File: src/hdl/ppmc_pkg.sv
// constants used by the device end of the power management register block
package ppmc_pkg;
  // ****************************************************************
  // configuration offsets (byte addresses)
  // ****************************************************************
  localparam logic [7:0] CMD_OFF = 8'h04;
  localparam logic [7:0] PM_CAP_OFF = 8'h52;
  localparam logic [7:0] PM_CSR_OFF = 8'h54;
  localparam logic [7:0] IO_BASE_OFF = 8'h58;
  // byte offset of the data register from the index register
  localparam logic [31:0] IO_DATA_STEP = 32'h0000_0001;
  // ****************************************************************
  // field positions
  // ****************************************************************
  localparam int CMD_IO_EN_BIT = 0;
  localparam int CSR_STATE_LSB = 0;
  localparam int CSR_WAKE_EN_BIT = 8;
  localparam int CSR_WAKE_STS_BIT = 15;
  localparam int CAP_VERSION_LSB = 0;
  localparam int CAP_CLOCK_BIT = 3;
  localparam int CAP_AUX_BIT = 4;
  localparam int CAP_DSI_BIT = 5;
  // ****************************************************************
  // fixed values and reset values
  // ****************************************************************
  localparam logic [2:0] CAP_VERSION = 3'h1;
  localparam logic CAP_AUX_SUPPLY = 1'b1;
  localparam logic CAP_WAKE_CLOCK = 1'b0;
  localparam logic CAP_DSI = 1'b0;
  localparam logic [31:0] IO_BASE_RST = 32'h0000_0000;
  localparam logic [31:0] IO_MISS_DATA = 32'hFFFF_FFFF;
  localparam logic [2:0] CMD_RST = 3'h0;
  // ****************************************************************
  // power states
  // ****************************************************************
  localparam logic [1:0] PS_D0 = 2'h0;
  localparam logic [1:0] PS_D1 = 2'h1;
  localparam logic [1:0] PS_D2 = 2'h2;
  localparam logic [1:0] PS_D3HOT = 2'h3;
endpackage : ppmc_pkg

File: src/hdl/ppmc_if.sv
// link between the host end and the device end of the register block
`timescale 1ns/1ps
`default_nettype none
interface ppmc_if;
  logic req;        // host: access pending
  logic is_io;      // host: 1 = i/o space, 0 = configuration space
  logic write;      // host: 1 = write
  logic [31:0] addr;
  logic [3:0] be;
  logic [31:0] wdata;
  logic bus_rst;    // host: synchronous bus reset, level
  logic ack;        // device: one-cycle answer
  logic claim;      // device: access was decoded
  logic [31:0] rdata;
  logic wake;       // device: wake request level
  modport dev (input req, is_io, write, addr, be, wdata, bus_rst,
               output ack, claim, rdata, wake);
  modport host (output req, is_io, write, addr, be, wdata, bus_rst,
                input ack, claim, rdata, wake);
endinterface : ppmc_if
`default_nettype wire

File: src/hdl/ppmc_device.sv
// device end: power management and i/o window registers
//
// What this block does
// - capability bits 8..6 read zero
// - device specific init bit reads 0
// - aux supply required bit reads 1
// - wake needs clock bit reads 0
// - capability version field reads 001
// - control/status kept over d3hot exit reset
// - d3hot exit resets standard registers only
// - wake event sets status regardless of enable
// - write one clears status and wake
// - status survives bus reset, global clears
// - data scale/select fields read zero
// - wake enable gates wake output
// - wake enable cleared by software write or global reset only
// - control/status bits 7..2 read zero
// - power state field readable and writable
// - base hits index, base+1 hits data
// - base bit 0 reads zero
// - window valid only with nonzero base
// - host initialises base; device stores bits
`timescale 1ns/1ps
`default_nettype none
module ppmc_device (
  // clock and global reset
  input wire logic clk,
  input wire logic nrst,
  // host link
  ppmc_if.dev bus,
  // wake source inside the function
  input wire logic wake_event,
  // host-port control register access
  output logic [31:0] hp_index,
  output logic hp_wr,
  output logic [31:0] hp_wdata,
  output logic hp_rd,
  input wire logic [31:0] hp_rdata,
  // state seen by the rest of the chip
  output logic [1:0] power_state,
  output logic d3_exit_reset
);
  // ****************************************************************
  // state
  // ****************************************************************
  typedef struct packed {
    logic [1:0] pstate;
    logic wake_en;
    logic [31:1] base;
    logic [2:0] cmd;
    logic [31:0] index;
    logic ack;
    logic claim;
    logic [31:0] rdata;
    logic hp_wr;
    logic [31:0] hp_wdata;
    logic int_rst;
  } ppmc_dev_st_t;
  ppmc_dev_st_t st_q, st_d;
  logic wake_sts;
  logic wake_clr;

  // ****************************************************************
  // helpers
  // ****************************************************************
  // merge write data into a register under byte enables
  function automatic logic [31:0] ppmc_merge(input logic [31:0] old, input logic [31:0] wd,
                                             input logic [3:0] be);
    logic [31:0] r;
    r = old;
    for (int i = 0; i < 4; i++) begin
      if (be[i]) begin
        r[i*8 +: 8] = wd[i*8 +: 8];
      end
    end
    return r;
  endfunction : ppmc_merge

  // capability upper half: everything not listed reads zero
  function automatic logic [15:0] ppmc_cap_word();
    logic [15:0] c;
    c = 16'h0000;
    c[ppmc_pkg::CAP_VERSION_LSB +: 3] = ppmc_pkg::CAP_VERSION;
    c[ppmc_pkg::CAP_CLOCK_BIT] = ppmc_pkg::CAP_WAKE_CLOCK;
    c[ppmc_pkg::CAP_AUX_BIT] = ppmc_pkg::CAP_AUX_SUPPLY;
    c[ppmc_pkg::CAP_DSI_BIT] = ppmc_pkg::CAP_DSI;
    return c;
  endfunction : ppmc_cap_word

  // ****************************************************************
  // decode
  // ****************************************************************
  logic take;
  logic cfg_acc;
  logic win_ok;
  logic hit_index;
  logic hit_data;
  logic [7:0] cfg_dw;
  logic [15:0] csr_word;
  logic [31:0] base_word;

  // a request is taken once; the cycle after the answer it is dropped;
  // nothing is taken in bus reset, so no write slips through it
  assign take = bus.req && !st_q.ack && !bus.bus_rst;
  assign cfg_acc = take && !bus.is_io;
  assign cfg_dw = {bus.addr[7:2], 2'b00};
  // window is live only once a nonzero base is stored and i/o decode on
  assign win_ok = (st_q.base != 31'h0) && st_q.cmd[ppmc_pkg::CMD_IO_EN_BIT];
  assign hit_index = take && bus.is_io && win_ok && (bus.addr == base_word);
  assign hit_data = take && bus.is_io && win_ok &&
                    (bus.addr == base_word + ppmc_pkg::IO_DATA_STEP);
  assign base_word = {st_q.base, 1'b0};

  // control/status image; fields not assigned stay zero
  always_comb begin
    csr_word = 16'h0000;
    csr_word[ppmc_pkg::CSR_STATE_LSB +: 2] = st_q.pstate;
    csr_word[ppmc_pkg::CSR_WAKE_EN_BIT] = st_q.wake_en;
    csr_word[ppmc_pkg::CSR_WAKE_STS_BIT] = wake_sts;
  end

  // write of one to the status bit clears it; zero does nothing
  assign wake_clr = cfg_acc && bus.write && bus.be[1] &&
                    (bus.addr[7:2] == ppmc_pkg::PM_CSR_OFF[7:2]) &&
                    bus.wdata[ppmc_pkg::CSR_WAKE_STS_BIT];

  ppmc_wake_flag u_wake (
    .clk(clk),
    .nrst(nrst),
    .set(wake_event),
    .clr(wake_clr),
    .flag(wake_sts)
  );

  // ****************************************************************
  // next state
  // ****************************************************************
  // one access per request; the answer is registered one cycle later
  always_comb begin
    logic [31:0] m;
    m = 32'h0000_0000;
    st_d = st_q;
    st_d.ack = take;
    st_d.hp_wr = 1'b0;
    st_d.int_rst = 1'b0;
    if (take) begin
      st_d.claim = 1'b0;
      st_d.rdata = 32'h0000_0000;
    end
    if (cfg_acc) begin
      st_d.claim = 1'b1;
      case (cfg_dw)
        ppmc_pkg::CMD_OFF: begin
          st_d.rdata = {29'h0, st_q.cmd};
          if (bus.write && bus.be[0]) begin
            st_d.cmd = bus.wdata[2:0];
          end
        end
        {ppmc_pkg::PM_CAP_OFF[7:2], 2'b00}: begin
          st_d.rdata = {ppmc_cap_word(), 16'h0000};
        end
        ppmc_pkg::PM_CSR_OFF: begin
          st_d.rdata = {16'h0000, csr_word};
          if (bus.write && bus.be[0]) begin
            st_d.pstate = bus.wdata[ppmc_pkg::CSR_STATE_LSB +: 2];
            // leaving d3hot for d0 fires the internal reset
            st_d.int_rst = (st_q.pstate == ppmc_pkg::PS_D3HOT) &&
                           (bus.wdata[1:0] == ppmc_pkg::PS_D0);
          end
          if (bus.write && bus.be[1]) begin
            st_d.wake_en = bus.wdata[ppmc_pkg::CSR_WAKE_EN_BIT];
          end
        end
        ppmc_pkg::IO_BASE_OFF: begin
          st_d.rdata = base_word;
          if (bus.write) begin
            m = ppmc_merge(base_word, bus.wdata, bus.be);
            st_d.base = m[31:1];
          end
        end
        default: begin
          st_d.rdata = 32'h0000_0000;
        end
      endcase
    end else if (hit_index) begin
      st_d.claim = 1'b1;
      st_d.rdata = st_q.index;
      if (bus.write) begin
        st_d.index = ppmc_merge(st_q.index, bus.wdata, bus.be);
      end
    end else if (hit_data) begin
      st_d.claim = 1'b1;
      st_d.rdata = bus.write ? 32'h0000_0000 : hp_rdata;
      st_d.hp_wr = bus.write;
      if (bus.write) begin
        st_d.hp_wdata = bus.wdata;
      end
    end else if (take) begin
      // unclaimed i/o reads float high on the bus
      st_d.rdata = ppmc_pkg::IO_MISS_DATA;
    end
    // d3hot exit clears only the standard command register; power
    // management, base and index registers keep their values
    if (st_q.int_rst) begin
      st_d.cmd = ppmc_pkg::CMD_RST;
    end
    // bus reset: state, command and base go; wake enable stays
    if (bus.bus_rst) begin
      st_d.pstate = ppmc_pkg::PS_D0;
      st_d.cmd = ppmc_pkg::CMD_RST;
      st_d.base = ppmc_pkg::IO_BASE_RST[31:1];
      st_d.ack = 1'b0;
      st_d.claim = 1'b0;
      st_d.hp_wr = 1'b0;
      st_d.int_rst = 1'b0;
    end
  end

  // ****************************************************************
  // registers
  // ****************************************************************
  always_ff @(posedge clk or negedge nrst) begin
    if (!nrst) begin
      st_q <= '0;
    end else begin
      st_q <= st_d;
    end
  end

  // ****************************************************************
  // outputs
  // ****************************************************************
  assign bus.ack = st_q.ack;
  assign bus.claim = st_q.claim;
  assign bus.rdata = st_q.rdata;
  // wake only while enabled; clearing status releases it
  assign bus.wake = wake_sts && st_q.wake_en;
  assign hp_index = st_q.index;
  assign hp_wr = st_q.hp_wr;
  assign hp_wdata = st_q.hp_wdata;
  // read strobe is combinational so the data lands with this access
  assign hp_rd = hit_data && !bus.write;
  assign power_state = st_q.pstate;
  assign d3_exit_reset = st_q.int_rst;
endmodule : ppmc_device
`default_nettype wire

File: src/hdl/ppmc_wake_flag.sv
// sticky wake status flag, cleared by software or global reset only
`timescale 1ns/1ps
`default_nettype none
module ppmc_wake_flag (
  // clock and global reset
  input wire logic clk,
  input wire logic nrst,
  // control
  input wire logic set,
  input wire logic clr,
  // state
  output logic flag
);
  typedef struct packed {
    logic sts;
  } ppmc_flag_st_t;
  ppmc_flag_st_t st_q, st_d;

  // set beats clear so a wake arriving during the clear is not lost
  always_comb begin
    st_d = st_q;
    if (clr) begin
      st_d.sts = 1'b0;
    end
    if (set) begin
      st_d.sts = 1'b1;
    end
  end

  // bus reset is not an input here: only the global reset clears it
  always_ff @(posedge clk or negedge nrst) begin
    if (!nrst) begin
      st_q <= '0;
    end else begin
      st_q <= st_d;
    end
  end

  assign flag = st_q.sts;
endmodule : ppmc_wake_flag
`default_nettype wire
File: src/flat_wrapper.sv
// flat-port wrapper written by rule: the top's interface ports become plain ports
module ppmc_device_flat 
  (clk, nrst, wake_event, hp_index, hp_wr, hp_wdata, hp_rd, hp_rdata, power_state, d3_exit_reset, bus_req, bus_is_io, bus_write, bus_addr, bus_be, bus_wdata, bus_bus_rst, bus_ack, bus_claim, bus_rdata, bus_wake);
  ppmc_if bus_i ();
  input wire logic clk;
  input wire logic nrst;
  input wire logic wake_event;
  output logic [31:0] hp_index;
  output logic hp_wr;
  output logic [31:0] hp_wdata;
  output logic hp_rd;
  input wire logic [31:0] hp_rdata;
  output logic [1:0] power_state;
  output logic d3_exit_reset;
  input wire logic [$bits(bus_i.req)-1:0] bus_req;
  input wire logic [$bits(bus_i.is_io)-1:0] bus_is_io;
  input wire logic [$bits(bus_i.write)-1:0] bus_write;
  input wire logic [$bits(bus_i.addr)-1:0] bus_addr;
  input wire logic [$bits(bus_i.be)-1:0] bus_be;
  input wire logic [$bits(bus_i.wdata)-1:0] bus_wdata;
  input wire logic [$bits(bus_i.bus_rst)-1:0] bus_bus_rst;
  output wire logic [$bits(bus_i.ack)-1:0] bus_ack;
  output wire logic [$bits(bus_i.claim)-1:0] bus_claim;
  output wire logic [$bits(bus_i.rdata)-1:0] bus_rdata;
  output wire logic [$bits(bus_i.wake)-1:0] bus_wake;
  assign bus_i.req = bus_req;
  assign bus_i.is_io = bus_is_io;
  assign bus_i.write = bus_write;
  assign bus_i.addr = bus_addr;
  assign bus_i.be = bus_be;
  assign bus_i.wdata = bus_wdata;
  assign bus_i.bus_rst = bus_bus_rst;
  assign bus_ack = bus_i.ack;
  assign bus_claim = bus_i.claim;
  assign bus_rdata = bus_i.rdata;
  assign bus_wake = bus_i.wake;
  ppmc_device u_core (.clk(clk), .nrst(nrst), .bus(bus_i), .wake_event(wake_event), .hp_index(hp_index), .hp_wr(hp_wr), .hp_wdata(hp_wdata), .hp_rd(hp_rd), .hp_rdata(hp_rdata), .power_state(power_state), .d3_exit_reset(d3_exit_reset));
endmodule
File: config.mk
export PLATFORM = sky130hd
export DESIGN_NAME = ppmc_device_flat
export DESIGN_NICKNAME = d
export VERILOG_FILES = /design/src/hdl/ppmc_pkg.sv /design/src/hdl/ppmc_if.sv /design/src/hdl/ppmc_device.sv /design/src/hdl/ppmc_wake_flag.sv /design/src/flat_wrapper.sv
export SDC_FILE = /design/constraint.sdc
export NUM_CORES = 1
export LEC_CHECK = 0
export BUFFER_PORTS_ARGS = -buffer_cell sky130_fd_sc_hd__buf_2
export CAP_MARGIN = 10
export CORE_MARGIN = 2
export CORE_UTILIZATION = 53
export DETAILED_ROUTE_END_ITERATION = 7
export GPL_TIMING_DRIVEN = 0
export PLACE_DENSITY = 0.81
export SYNTH_ARGS = -nofsm -noshare
export SYNTH_HDL_FRONTEND = slang
export SYNTH_HIERARCHICAL = 1
export SYNTH_SLANG_ARGS = --single-unit
export TNS_END_PERCENT = 10
File: constraint.sdc
create_clock -name clk -period 3.33 [get_ports clk]
set_input_delay 0.1665 -clock clk [delete_from_list [all_inputs] [get_ports clk]]
set_output_delay 0.1665 -clock clk [all_outputs]
set_load 0.01 [all_outputs]
==> Flow_metrics.wiki, run 1 <==
{| class="wikitable"
! Metric !! Value
|-
| Asr flop ratio synth || 100%
|-
| Register clock-pin slew on the reported worst setup and hold paths || about 0.06 ns
|-
| Total gr overflow || 0
|-
| Min Hold Slack || ~0.0082 ns
|-
| CP startpoint kind || flip-flop
|-
| Count of flip-flops with a built-in enable after synthesis || 0
|-
| Area after detailed placement || roughly 8900 sq um
|-
| Result of the run || finished clean
|-
| Critical Path AT || between 3 and 4 ns
|-
| Register Area || 3450 sq um
|-
| # Post-CTS Setup Buffers || 0
|-
| Routed length on met3 || around 1900 um
|-
| Part of the power in combinational logic || between 10% and 20%
|-
| Switching power of the nets || 1.00 mW
|-
| Main combinational cell family by area after synthesis || simple AND/OR/NAND/NOR gates
|-
| Area share of and/or/nand/nor cells after synthesis || between 10% and 20%
|-
| Area taken by multi-input logic gates || between 3000 and 4000 sq um
|-
| Cell Area, Synth || ~7600 sq um
|-
| PwrDens || about 430 nW/um^2
|-
| Setup CP Type || flip-flop to flip-flop
|-
| Compound-Gate Fraction of Synth Area || between 10 and 15%
|-
| Avg Cell Area, Syn || around 10 sq um
|-
| Ratio of routed vias to standard cells || between 5 and 6
|-
| MaxCap Viol Count || 0
|-
| Leak pwr || 4.81 nW
|-
| Final layout net count || 1,105
|-
| Highest metal layer with signal wires || met5
|-
| Count of mapped cells out of synthesis || ~760
|-
| Crit Path Max Fanout || 10
|-
| Antenna violations before repair || 3
|-
| Number of buffers between clock root and the deepest sink || 2
|-
| Share of total power in the clock network || 42.9%
|-
| Detail Route Antenna Nets || 0
|-
| Xor/xnor share of the synthesized area || 3.57%
|-
| Total routing resource utilization after global routing || between 20% and 30%
|-
| Vertical die dimension || 124 um
|-
| Via count of the first global-routing pass || around 6,400
|-
| Total number of vias || ~6,700
|-
| Router iterations before antenna repair || 5
|-
| Crit-path slowest cell || nor4_2
|-
| Detailed Route Iter0 Violations || 639
|-
| Die Span X || roughly 120 um
|-
| Detailed Route WL || roughly 22,000 um
|-
| Routability cong. || between 0.8 and 0.9
|-
| WP data required || around 3.6 ns
|-
| Synth Net Count || a little under 900
|-
| Seq/Total Area, Yosys || between 40% and 50%
|-
| Die footprint || 15,300 sq um
|-
| Post-route insts no fill || about 1,200
|-
| Number of buffers inserted during clock tree synthesis || 17
|-
| Cell-internal power || 3.11 mW
|-
| Final Worst Setup Slack || roughly 0.18 ns
|-
| CTS Hold Buffers Added || 5
|-
| Worst path bufs/invs || 1
|-
| # clock sinks || 138
|-
| Multiplexer area fraction after synthesis || about 11%
|-
| Average detailed-routed wire length per instance || 18.7 um
|-
| Top flip-flop cell by instance count after synthesis || dfrtp_1
|-
| Maximum single-stage delay on the critical path || around 0.94 ns
|-
| Final period demand of the worst path || 3.15 ns
|-
| Endpoint class of the critical path || flip-flop
|-
| Number of distinct library cells after synthesis || between 40 and 50
|-
| Relative area change from synthesis to final layout || 24.9%
|-
| Source-to-sink clock delay at the later pin of the worst-skew pair || between 0.4 and 0.5 ns
|-
| Cells after DPL || ~1,200
|-
| Top-Level Pins || 211
|-
| Detailed-placement wirelength estimate || 16,700 um
|-
| Worst Tran Pin Value || 1.13 ns
|-
| Cell Rows || 43
|-
| Cell area after layout || approximately 9500 sq um
|-
| Number of register bits inferred by synthesis || about 140
|-
| Worst hold path type || input port to flip-flop
|-
| Most frequent cells in the layout || buf_2, dfrtp_1, buf_4
|-
| Most frequent standard cell in the layout excluding fill and tap cells || buf_2
|-
| Wire length on met1 || 9110 um
|-
| Period utilisation layout || a little over nine tenths
|-
| Final hold vios || 0
|-
| Count of final max-slew check failures || 0
|-
| Setup Skew || 0.00857 ns
|-
| Routed met2 length || around 11,000 um
|-
| Unrepaired setup endpoints after global routing || no
|-
| Clock root buffer || clkbuf_16
|-
| Maximum number of pins on one net before global-route repair || slightly below 100
|-
| Synth Warn # || 6
|-
| Overall power || just over 4 mW
|-
| Sequential Power Share || 44.0%
|-
| Share of layout cells above drive strength 1 || approximately two fifths
|-
| FMAX || about 320 MHz
|-
| Post-layout utilization of the core || 68.2%
|-
| Wire length of the first global-routing pass || 34,000 um
|-
| Remaining DRCs || 0
|-
| Adder and majority gate portion of the synthesized area || 0%
|-
| Worst-case register-to-register setup slack || 0.18 ns
|-
| CTS H-Tree Depth || 4
|-
| TritonCTS clock tree || done
|-
| CTS-repair resized insts || 0
|-
| Slew HR || about a quarter
|-
| Effective utilization at floorplan || 54.6%
|-
| Maximum vdd ir drop || 0.305 mV
|-
| Pre-CTS setup slack || around 0.22 ns
|-
| Sum of negative setup slack || 0 ns
|-
| Area of the core || approximately 14,000 sq um
|-
| Cell chain of the critical path || nand4bb_1, nor3_1, o211ai_1, nor4_2, buf_2, mux2_2
|-
| Switching part of the total || 24.3%
|-
| Number of I/O port buffers || approximately 210
|-
| Setup Viol. Count Final || 0
|-
| Fillers || roughly 1,100
|-
| Crit path max-delay family || simple AND/OR/NAND/NOR gates
|}
## worst register-to-register path, delay by kind of cell (launching register included)
kind	cells	cell delay, ns
flops	1	0.41
mux	1	0.38
buf+inv	1	0.44
simple gates	3	1.63
compound gates	1	0.17
## cells in the mapped netlist (6+ instances only)
library cell	count	area, sq um
nor4_1	49	307
nand2_1	97	364
inv_1	34	128
buf_4	98	736
mux2_4	16	240
nor2_1	6	22.5
mux2_2	48	541
o21ai_0	95	475
nand3_1	7	35.0
and2_1	6	37.5
dfrtp_1	138	3450
clkbuf_1	35	131
xor2_1	31	272
a22oi_1	32	240
## final timing paths
kind | from | endpoint | cells after the start
max | u_core/bus.ack | u_core/hp_wdata[7] | 6
min in group asynchronous | nrst | u_core/hp_wdata[14] | 2
max in group asynchronous | nrst | u_core/bus.rdata[25] | 3
max reg2reg | u_core/bus.ack | u_core/hp_wdata[7] | 6
min reg2reg | u_core/hp_wdata[2] | u_core/hp_wdata[2] | 1
min | bus_wdata[10] | u_core/base_word[10] | 3
## power groups by stage
stage	Combinational [mW]	Sequential [mW]	Clock (mW)
after floorplan	0.285	1.81	0
after global placement	0.517	1.83	0
after detailed placement	0.531	1.83	0
after CTS	0.539	1.80	1.79
after global routing	0.591	1.81	1.87
final	0.538	1.81	1.77
## final cells by class
cell class	count	area share [%]
clock inverters	4	0.737
inverters	35	1.38
well taps	180	2.37
clock buffers	23	4.92
diodes	2	0.0526
plain buffers	139	9.42
multi-input cells	452	32.9
flip-flops and latches	138	36.3
repair buffers	215	11.9
## metal layers
metal / GRT usage, % / vias up
met5: 0 / -
met4: 12.4 / 2
met3: 6.68 / 46
met2: 47.5 / 348
met1: 40.0 / 3230
li1: - / 3045
## logic make-up (layout without fill, tap and decap cells)
kind of cell | Yosys count | in the layout
compound gates | 144 | 144
xor+xnor | 31 | 31
buf+inv | 174 | 416
flops | 138 | 138
mux | 70 | 70
other cells | 0 | 2
simple gates | 207 | 207
## state kept, by name, indices dropped and copies added (netlist names)
name,cells
u_core/base_word,31
u_core/bus.ack,1
u_core/hp_wdata,32
u_core/u_wake/flag,1
u_core/hp_index,32
u_core/hp_wr,1
u_core/st_q,3
u_core/csr_word,1
u_core/d3_exit_reset,1
u_core/bus.rdata,32
u_core/power_state,2
u_core/bus.claim,1
Power figures use the tool's default switching activity.
==> run 2: changes to the inputs <==
--- a/config.mk
+++ b/config.mk
@@ -5,9 +5,10 @@
 export SDC_FILE = /design/constraint.sdc
 export NUM_CORES = 1
 export LEC_CHECK = 0
+export ABC_CLOCK_PERIOD_IN_PS = 3330
 export BUFFER_PORTS_ARGS = -buffer_cell sky130_fd_sc_hd__buf_2
 export CAP_MARGIN = 10
-export CORE_MARGIN = 2
+export CORE_MARGIN = 5
 export CORE_UTILIZATION = 53
 export DETAILED_ROUTE_END_ITERATION = 7
 export GPL_TIMING_DRIVEN = 0
==> run 2 against run 1 <==
Clock power up 11%. Register-to-register slack better by 0.16 ns. Global-route usage down 2.6 points. Sequential share of layout area down 0.31 points. Design area up 0.86%. Critical path type is now flip-flop to output port. Largest cell class unchanged. Largest power group is now the clock network.
==> Flow_metrics.wiki, run 2 (same netlist as run 1, synthesis figures left out) <==
{| class="wikitable"
! Metric !! Value
|-
| Crit Path Max Fanout || 10 (unchanged)
|-
| FMAX || 333 MHz (was 318 MHz)
|-
| Number of buffers between clock root and the deepest sink || 2 (unchanged)
|-
| Register clock-pin slew on the reported worst setup and hold paths || 0.06 ns (about the same)
|-
| Ratio of routed vias to standard cells || 5.64 (was 5.62)
|-
| Antenna violations before repair || 4 (was 3)
|-
| Maximum vdd ir drop || 0.311 mV (was 0.305 mV)
|-
| Unrepaired setup endpoints after global routing || no (unchanged)
|-
| Final period demand of the worst path || 3.00 ns (was 3.15 ns)
|-
| Setup Viol. Count Final || 0 (unchanged)
|-
| Most frequent cells in the layout || buf_2, dfrtp_1, buf_4 (unchanged)
|-
| Die footprint || 16,900 sq um (was 15,300 sq um)
|-
| Most frequent standard cell in the layout excluding fill and tap cells || buf_2 (unchanged)
|-
| Clock root buffer || clkbuf_16 (unchanged)
|-
| Remaining DRCs || 0 (unchanged)
|-
| CTS H-Tree Depth || 4 (unchanged)
|-
| Maximum number of pins on one net before global-route repair || 73 (was 99)
|-
| # clock sinks || 138 (unchanged)
|-
| Effective utilization at floorplan || 54.4% (was 54.6%)
|-
| Source-to-sink clock delay at the later pin of the worst-skew pair || 0.42 ns (about the same)
|-
| Relative area change from synthesis to final layout || 26.0% (was 24.9%)
|-
| Total routing resource utilization after global routing || 27.4% (was 30.0%)
|-
| Total number of vias || 6,733 (was 6,671)
|-
| Area of the core || 14,000 sq um (was 13,900 sq um)
|-
| PwrDens || 451 nW/um^2 (was 432 nW/um^2)
|-
| Worst Tran Pin Value || 1.14 ns (was 1.13 ns)
|-
| Setup Skew || 0.00660 ns (was 0.00857 ns)
|-
| Share of layout cells above drive strength 1 || 41.7% (was 41.2%)
|-
| Final hold vios || 0 (unchanged)
|-
| TritonCTS clock tree || done (unchanged)
|-
| Leak pwr || 4.86 nW (was 4.81 nW)
|-
| Sum of negative setup slack || 0 ns (unchanged)
|-
| Count of final max-slew check failures || 0 (unchanged)
|-
| Post-layout utilization of the core || 68.6% (was 68.2%)
|-
| Vertical die dimension || 130 um (was 124 um)
|-
| Period utilisation layout || 90.1% (was 94.5%)
|-
| Detailed-placement wirelength estimate || 17,100 um (was 16,700 um)
|-
| Slew HR || 23.2% (was 24.0%)
|-
| Cell Rows || 43 (unchanged)
|-
| Detailed Route WL || 23,000 um (was 22,300 um)
|-
| Detailed Route Iter0 Violations || 759 (was 639)
|-
| Result of the run || finished clean (unchanged)
|-
| Routability cong. || 0.943 (was 0.889)
|-
| # Post-CTS Setup Buffers || 0 (unchanged)
|-
| CP startpoint kind || flip-flop (unchanged)
|-
| Number of I/O port buffers || 209 (unchanged)
|-
| Wire length of the first global-routing pass || 35,400 um (was 34,000 um)
|-
| Detail Route Antenna Nets || 0 (unchanged)
|-
| MaxCap Viol Count || 0 (unchanged)
|-
| Die Span X || 130 um (was 124 um)
|-
| Final layout net count || 1,103 (was 1,105)
|-
| Endpoint class of the critical path || output port (was flip-flop)
|-
| Number of buffers inserted during clock tree synthesis || 17 (unchanged)
|-
| Critical Path AT || 2.83 ns (was 3.45 ns)
|-
| WP data required || 3.16 ns (was 3.63 ns)
|-
| Overall power || 4.32 mW (was 4.11 mW)
|-
| Pre-CTS setup slack || 0.248 ns (was 0.221 ns)
|-
| Final Worst Setup Slack || 0.330 ns (was 0.185 ns)
|-
| Average detailed-routed wire length per instance || 19.2 um (was 18.7 um)
|-
| Setup CP Type || flip-flop to output port (was flip-flop to flip-flop)
|-
| Via count of the first global-routing pass || 6,744 (was 6,407)
|-
| Top-Level Pins || 211 (unchanged)
|-
| Min Hold Slack || 0.0129 ns (was 0.00820 ns)
|-
| Total gr overflow || 0 (unchanged)
|-
| Fillers || 1,108 (was 1,083)
|-
| Worst hold path type || input port to flip-flop (unchanged)
|-
| Router iterations before antenna repair || 7 (was 5)
|}
run 2: changes by cell type in the layout (fill, tap and decap cells not counted), sizes merged:
cell,previous run,this run
clkbuf,58,60
dlygate4sd3,5,3
diode,2,4
bufinv,2,3
clkinv,2,4
run 2: path summary, 6_finish.rpt:
check	startpoint	endpoint	slack, ns	depth (start not counted)
setup / recovery	u_core/base_word[30]	hp_rd	0.33	6
hold / removal	bus_wdata[21]	u_core/base_word[21]	0.01	3
setup reg to reg	u_core/base_word[30]	u_core/hp_index[22]	0.34	5
hold reg to reg	u_core/hp_wdata[2]	u_core/hp_wdata[2]	0.50	1
max in group asynchronous	nrst	u_core/hp_wdata[22]	2.27	3
min in group asynchronous	nrst	u_core/hp_wdata[2]	0.30	2
run 2: routing by layer:
layer,GRT usage (%),share of wire [%]
met1,36.3,40
met2,43.3,48
met3,6.59,9.5
met4,11.9,3.0
met5,0,0.057
run 2: critical path: stages (launching register included):
cell and delay (ns):
dfrtp_1 0.44, xor2_1 0.22, nor4_1 0.34, nand3_1 0.56, or3_1 0.58, nor2b_1 0.12, buf_2 0.14
run 2: timing repair:
| action | in CTS | in global routing |
|---|---|---|
| endpoints found under the hold margin | 68 | 0 |
| setup endpoints to repair | 0 | 4 |
| gates resized for setup | 0 | 1 |
| hold buffers | 3 | 0 |
run 2: layout make-up:
| cell class | instances | area [sq um] | area share (%) |
|---|---|---|---|
| multi-input combinational | 452 | 3140 | 32.7 |
| timing repair buffer | 213 | 1110 | 11.6 |
| clock buffer | 25 | 515 | 5.38 |
| antenna | 4 | 10.0 | 0.104 |
| tap | 180 | 225 | 2.35 |
| sequential | 138 | 3450 | 36.0 |
| inverter | 35 | 131 | 1.37 |
| clock inverter | 7 | 110 | 1.15 |
| buffer | 139 | 896 | 9.34 |
run 2: power by group:
part	switching, mW	internal (mW)	total [mW]
registers	0.0578	1.75	1.81
logic	0.299	0.244	0.542
clock network	0.682	1.29	1.97
run 2: stage by stage:
step	cell area, sq um	instances
final	9590	1193
after global routing	9590	1192
after CTS	9570	1189
after detailed placement	8920	1154
after global placement	8880	1153
after floorplan	7610	764
==> run 3: changes to the inputs <==
--- a/config.mk
+++ b/config.mk
@@ -13,6 +13,7 @@
 export DETAILED_ROUTE_END_ITERATION = 7
 export GPL_TIMING_DRIVEN = 0
 export PLACE_DENSITY = 0.81
+export RECOVER_POWER = 25
 export SYNTH_ARGS = -nofsm -noshare
 export SYNTH_HDL_FRONTEND = slang
 export SYNTH_HIERARCHICAL = 1
==> run 3 against run 2 <==
The flow now finishes with violations (capacitance limit, slew limit). Total power is 0.15% lower. Critical endpoint is now u_core/hp_wdata[4]. Largest power group unchanged. Non-clock buffer count stayed put. Routed wire length hardly changed. First-iteration DRC count is 3.6% higher. Hold slack worse by 0.0022 ns. Count of clock-buffer cells in the layout stayed put. Die area stayed put. Critical path depth is 2 higher. Clock skew is 0.00068 ns lower.
==> Flow_metrics.wiki, run 3 (same netlist as run 1, synthesis figures left out) <==
{| class="wikitable"
! Metric !! Value
|-
| Number of buffers between clock root and the deepest sink || 2 (unchanged)
|-
| Total number of vias || 6,690 (was 6,733)
|-
| Detail Route Antenna Nets || 0 (unchanged)
|-
| Die footprint || 16,900 sq um (unchanged)
|-
| # Post-CTS Setup Buffers || 0 (unchanged)
|-
| Sum of negative setup slack || 0 ns (unchanged)
|-
| Number of buffers inserted during clock tree synthesis || 17 (unchanged)
|-
| Post-layout utilization of the core || 68.3% (was 68.6%)
|-
| Total gr overflow || 0 (unchanged)
|-
| Routability cong. || 0.943 (unchanged)
|-
| Share of layout cells above drive strength 1 || 41.2% (was 41.7%)
|-
| Router iterations before antenna repair || 6 (was 7)
|-
| Cell count along the critical path || 8 (was 6)
|-
| Detailed-placement wirelength estimate || 17,100 um (unchanged)
|-
| Cells after DPL || 1,154 (unchanged)
|-
| Top-Level Pins || 211 (unchanged)
|-
| Most frequent standard cell in the layout excluding fill and tap cells || buf_2 (unchanged)
|-
| Overall power || 4.32 mW (about the same)
|-
| FMAX || 329 MHz (was 333 MHz)
|-
| Cell chain of the critical path || or3_1, clkbuf_1, inv_2, nand2b_1, nand3_1, nor4_4, buf_2, mux2_2 (was xor2_1, nor4_1, nand3_1, or3_1, nor2b_1, buf_2)
|-
| Final layout net count || 1,103 (unchanged)
|-
| Ratio of routed vias to standard cells || 5.61 (was 5.64)
|-
| Area of the core || 14,000 sq um (unchanged)
|-
| Crit Path Max Fanout || 10 (unchanged)
|-
| Critical Path Source || u_core/bus.ack (was u_core/base_word[30])
|-
| Average detailed-routed wire length per instance || 19.2 um (about the same)
|-
| Number of I/O port buffers || 209 (unchanged)
|-
| Part of the power in combinational logic || 12.4% (was 12.5%)
|-
| Source-to-sink clock delay at the later pin of the worst-skew pair || 0.42 ns (about the same)
|-
| Count of final max-slew check failures || 68 (was 0)
|-
| Maximum number of pins on one net before global-route repair || 73 (unchanged)
|-
| Leak pwr || 4.84 nW (was 4.86 nW)
|-
| Result of the run || complete, but fails checks (was finished clean)
|-
| Cell count of the worst reg-to-reg path || 8 (was 5)
|-
| Cell-internal power || 3.28 mW (was 3.29 mW)
|-
| Setup Viol. Count Final || 0 (unchanged)
|-
| Slew HR || -10.1% (was 23.2%)
|-
| Unrepaired setup endpoints after global routing || no (unchanged)
|-
| Vertical die dimension || 130 um (unchanged)
|-
| CP startpoint kind || flip-flop (unchanged)
|-
| Crit-path slowest cell || nor4_4 (was or3_1)
|-
| Capture instance of the worst register-to-register path || u_core/hp_wdata[4] (was u_core/hp_index[22])
|-
| Worst-case register-to-register setup slack || 0.29 ns (was 0.34 ns)
|-
| Share of total power in the clock network || 45.7% (about the same)
|-
| Detailed Route WL || 23,000 um (about the same)
|-
| Switching part of the total || 24.0% (about the same)
|-
| Worst Tran Pin Value || 1.65 ns (was 1.14 ns)
|-
| Setup Skew || 0.00593 ns (was 0.00660 ns)
|-
| Die Span X || 130 um (unchanged)
|-
| Via count of the first global-routing pass || 6,744 (unchanged)
|-
| Endpoint class of the critical path || flip-flop (was output port)
|-
| Total routing resource utilization after global routing || 27.4% (unchanged)
|-
| Antenna violations before repair || 4 (unchanged)
|-
| MaxCap Viol Count || 1 (was 0)
|-
| Maximum single-stage delay on the critical path || 0.74 ns (was 0.58 ns)
|-
| CTS H-Tree Depth || 4 (unchanged)
|-
| Most frequent cells in the layout || buf_2, dfrtp_1, buf_4 (unchanged)
|-
| Critical Path AT || 3.34 ns (was 2.83 ns)
|-
| Post-route insts no fill || 1,193 (unchanged)
|-
| Cell Rows || 43 (unchanged)
|-
| Fillers || 1,113 (was 1,108)
|-
| # clock sinks || 138 (unchanged)
|-
| Sequential Power Share || 41.9% (was 41.8%)
|-
| TritonCTS clock tree || done (unchanged)
|-
| Worst path bufs/invs || 3 (was 1)
|-
| Wire length of the first global-routing pass || 35,400 um (unchanged)
|-
| Crit path max-delay family || simple AND/OR/NAND/NOR gates (unchanged)
|-
| Setup CP Type || flip-flop to flip-flop (was flip-flop to output port)
|-
| Origin of the critical flop-to-flop path || u_core/bus.ack (was u_core/base_word[30])
|-
| PwrDens || 452 nW/um^2 (was 451 nW/um^2)
|-
| Worst hold path type || input port to flip-flop (unchanged)
|-
| Maximum vdd ir drop || 0.311 mV (about the same)
|-
| Detailed Route Iter0 Violations || 786 (was 759)
|-
| Final period demand of the worst path || 3.04 ns (was 3.00 ns)
|-
| Crit path capture || u_core/hp_wdata[4] (was hp_rd)
|-
| Period utilisation layout || 91.2% (was 90.1%)
|-
| Cell area after layout || 9560 sq um (was 9590 sq um)
|-
| Effective utilization at floorplan || 54.4% (unchanged)
|-
| WP data required || 3.63 ns (was 3.16 ns)
|-
| Register clock-pin slew on the reported worst setup and hold paths || 0.06 ns (about the same)
|-
| Violations in the final reports || capacitance limit, slew limit
|-
| Switching power of the nets || 1.04 mW (about the same)
|-
| Clock root buffer || clkbuf_16 (unchanged)
|-
| Relative area change from synthesis to final layout || 25.6% (was 26.0%)
|-
| Remaining DRCs || 0 (unchanged)
|-
| Area after detailed placement || 8920 sq um (unchanged)
|-
| Final hold vios || 0 (unchanged)
|}
==> run 3: cell types whose count changed in the layout (fill, tap and decap cells not counted) <==
cell and change:
buf_2 -5, clkbuf_1 +5, buf_16 -1, buf_6 -1, clkbuf_2 +1, clkbuf_4 +1
==> run 3: through the flow <==
step / hold WS, ns / setup slack [ns]
2_1_floorplan: -0.129 / 0.971
3_3_place_gp: 0.347 / 0.112
3_5_place_dp: 0.204 / 0.248
4_1_cts: 0.000404 / 0.229
5_1_grt: 0.00600 / 0.136
6_report: 0.0107 / 0.293
==> run 3: repair_timing <==
item / 4_1_cts / 5_1_grt
hold buffers: 3 / 0
endpoints found under the setup margin: 0 / 4
resized for setup: 0 / 1
hold endpoints to repair: 68 / 0
==> run 3: cell type report <==
cell class,count,area (sq um),share of cell area (%)
Sequential cell,138,3450,36.1
Multi-Input combinational cell,452,3140,32.8
Timing Repair Buffer,213,1080,11.3
Buffer,139,895,9.36
Clock buffer,25,515,5.39
Tap cell,180,225,2.36
Inverter,35,131,1.37
Clock inverter,7,110,1.15
Antenna cell,4,10.0,0.105
==> run 3: power groups by stage <==
stage | combinational (mW) | sequential [mW] | clock [mW]
6_report | 0.537 | 1.81 | 1.97
5_1_grt | 0.587 | 1.81 | 2.07
4_1_cts | 0.542 | 1.80 | 2.00
3_5_place_dp | 0.535 | 1.83 | 0
3_3_place_gp | 0.521 | 1.83 | 0
2_1_floorplan | 0.285 | 1.81 | 0
==> run 3: worst min path at each step <==
| stage | from | endpoint | slack, ns | cells after the start |
|---|---|---|---|---|
| 2_1_floorplan | nrst | u_core/base_word[10] | -0.13 | 0 |
| 3_3_place_gp | wake_event | u_core/u_wake/flag | 0.35 | 2 |
| 3_5_place_dp | nrst | u_core/hp_wdata[2] | 0.20 | 1 |
| 4_1_cts | bus_wdata[7] | u_core/base_word[7] | 0.0004 | 3 |
| 5_1_grt | bus_wdata[21] | u_core/base_word[21] | 0.006 | 3 |
| 6_report | bus_wdata[21] | u_core/base_word[21] | 0.01 | 3 |
==> run 3: layer usage <==
| layer | track usage (%) | share of wire (%) |
|---|---|---|
| met1 | 36.3 | 40 |
| met2 | 43.3 | 48 |
| met3 | 6.59 | 9.4 |
| met4 | 11.9 | 2.8 |
| met5 | 0 | 0.057 |
==> run 3: tightest hold or removal path, cell delays in order <==
cell and delay [ns]:
buf_2 0.11, nand2_1 0.05, o21ai_0 0.06
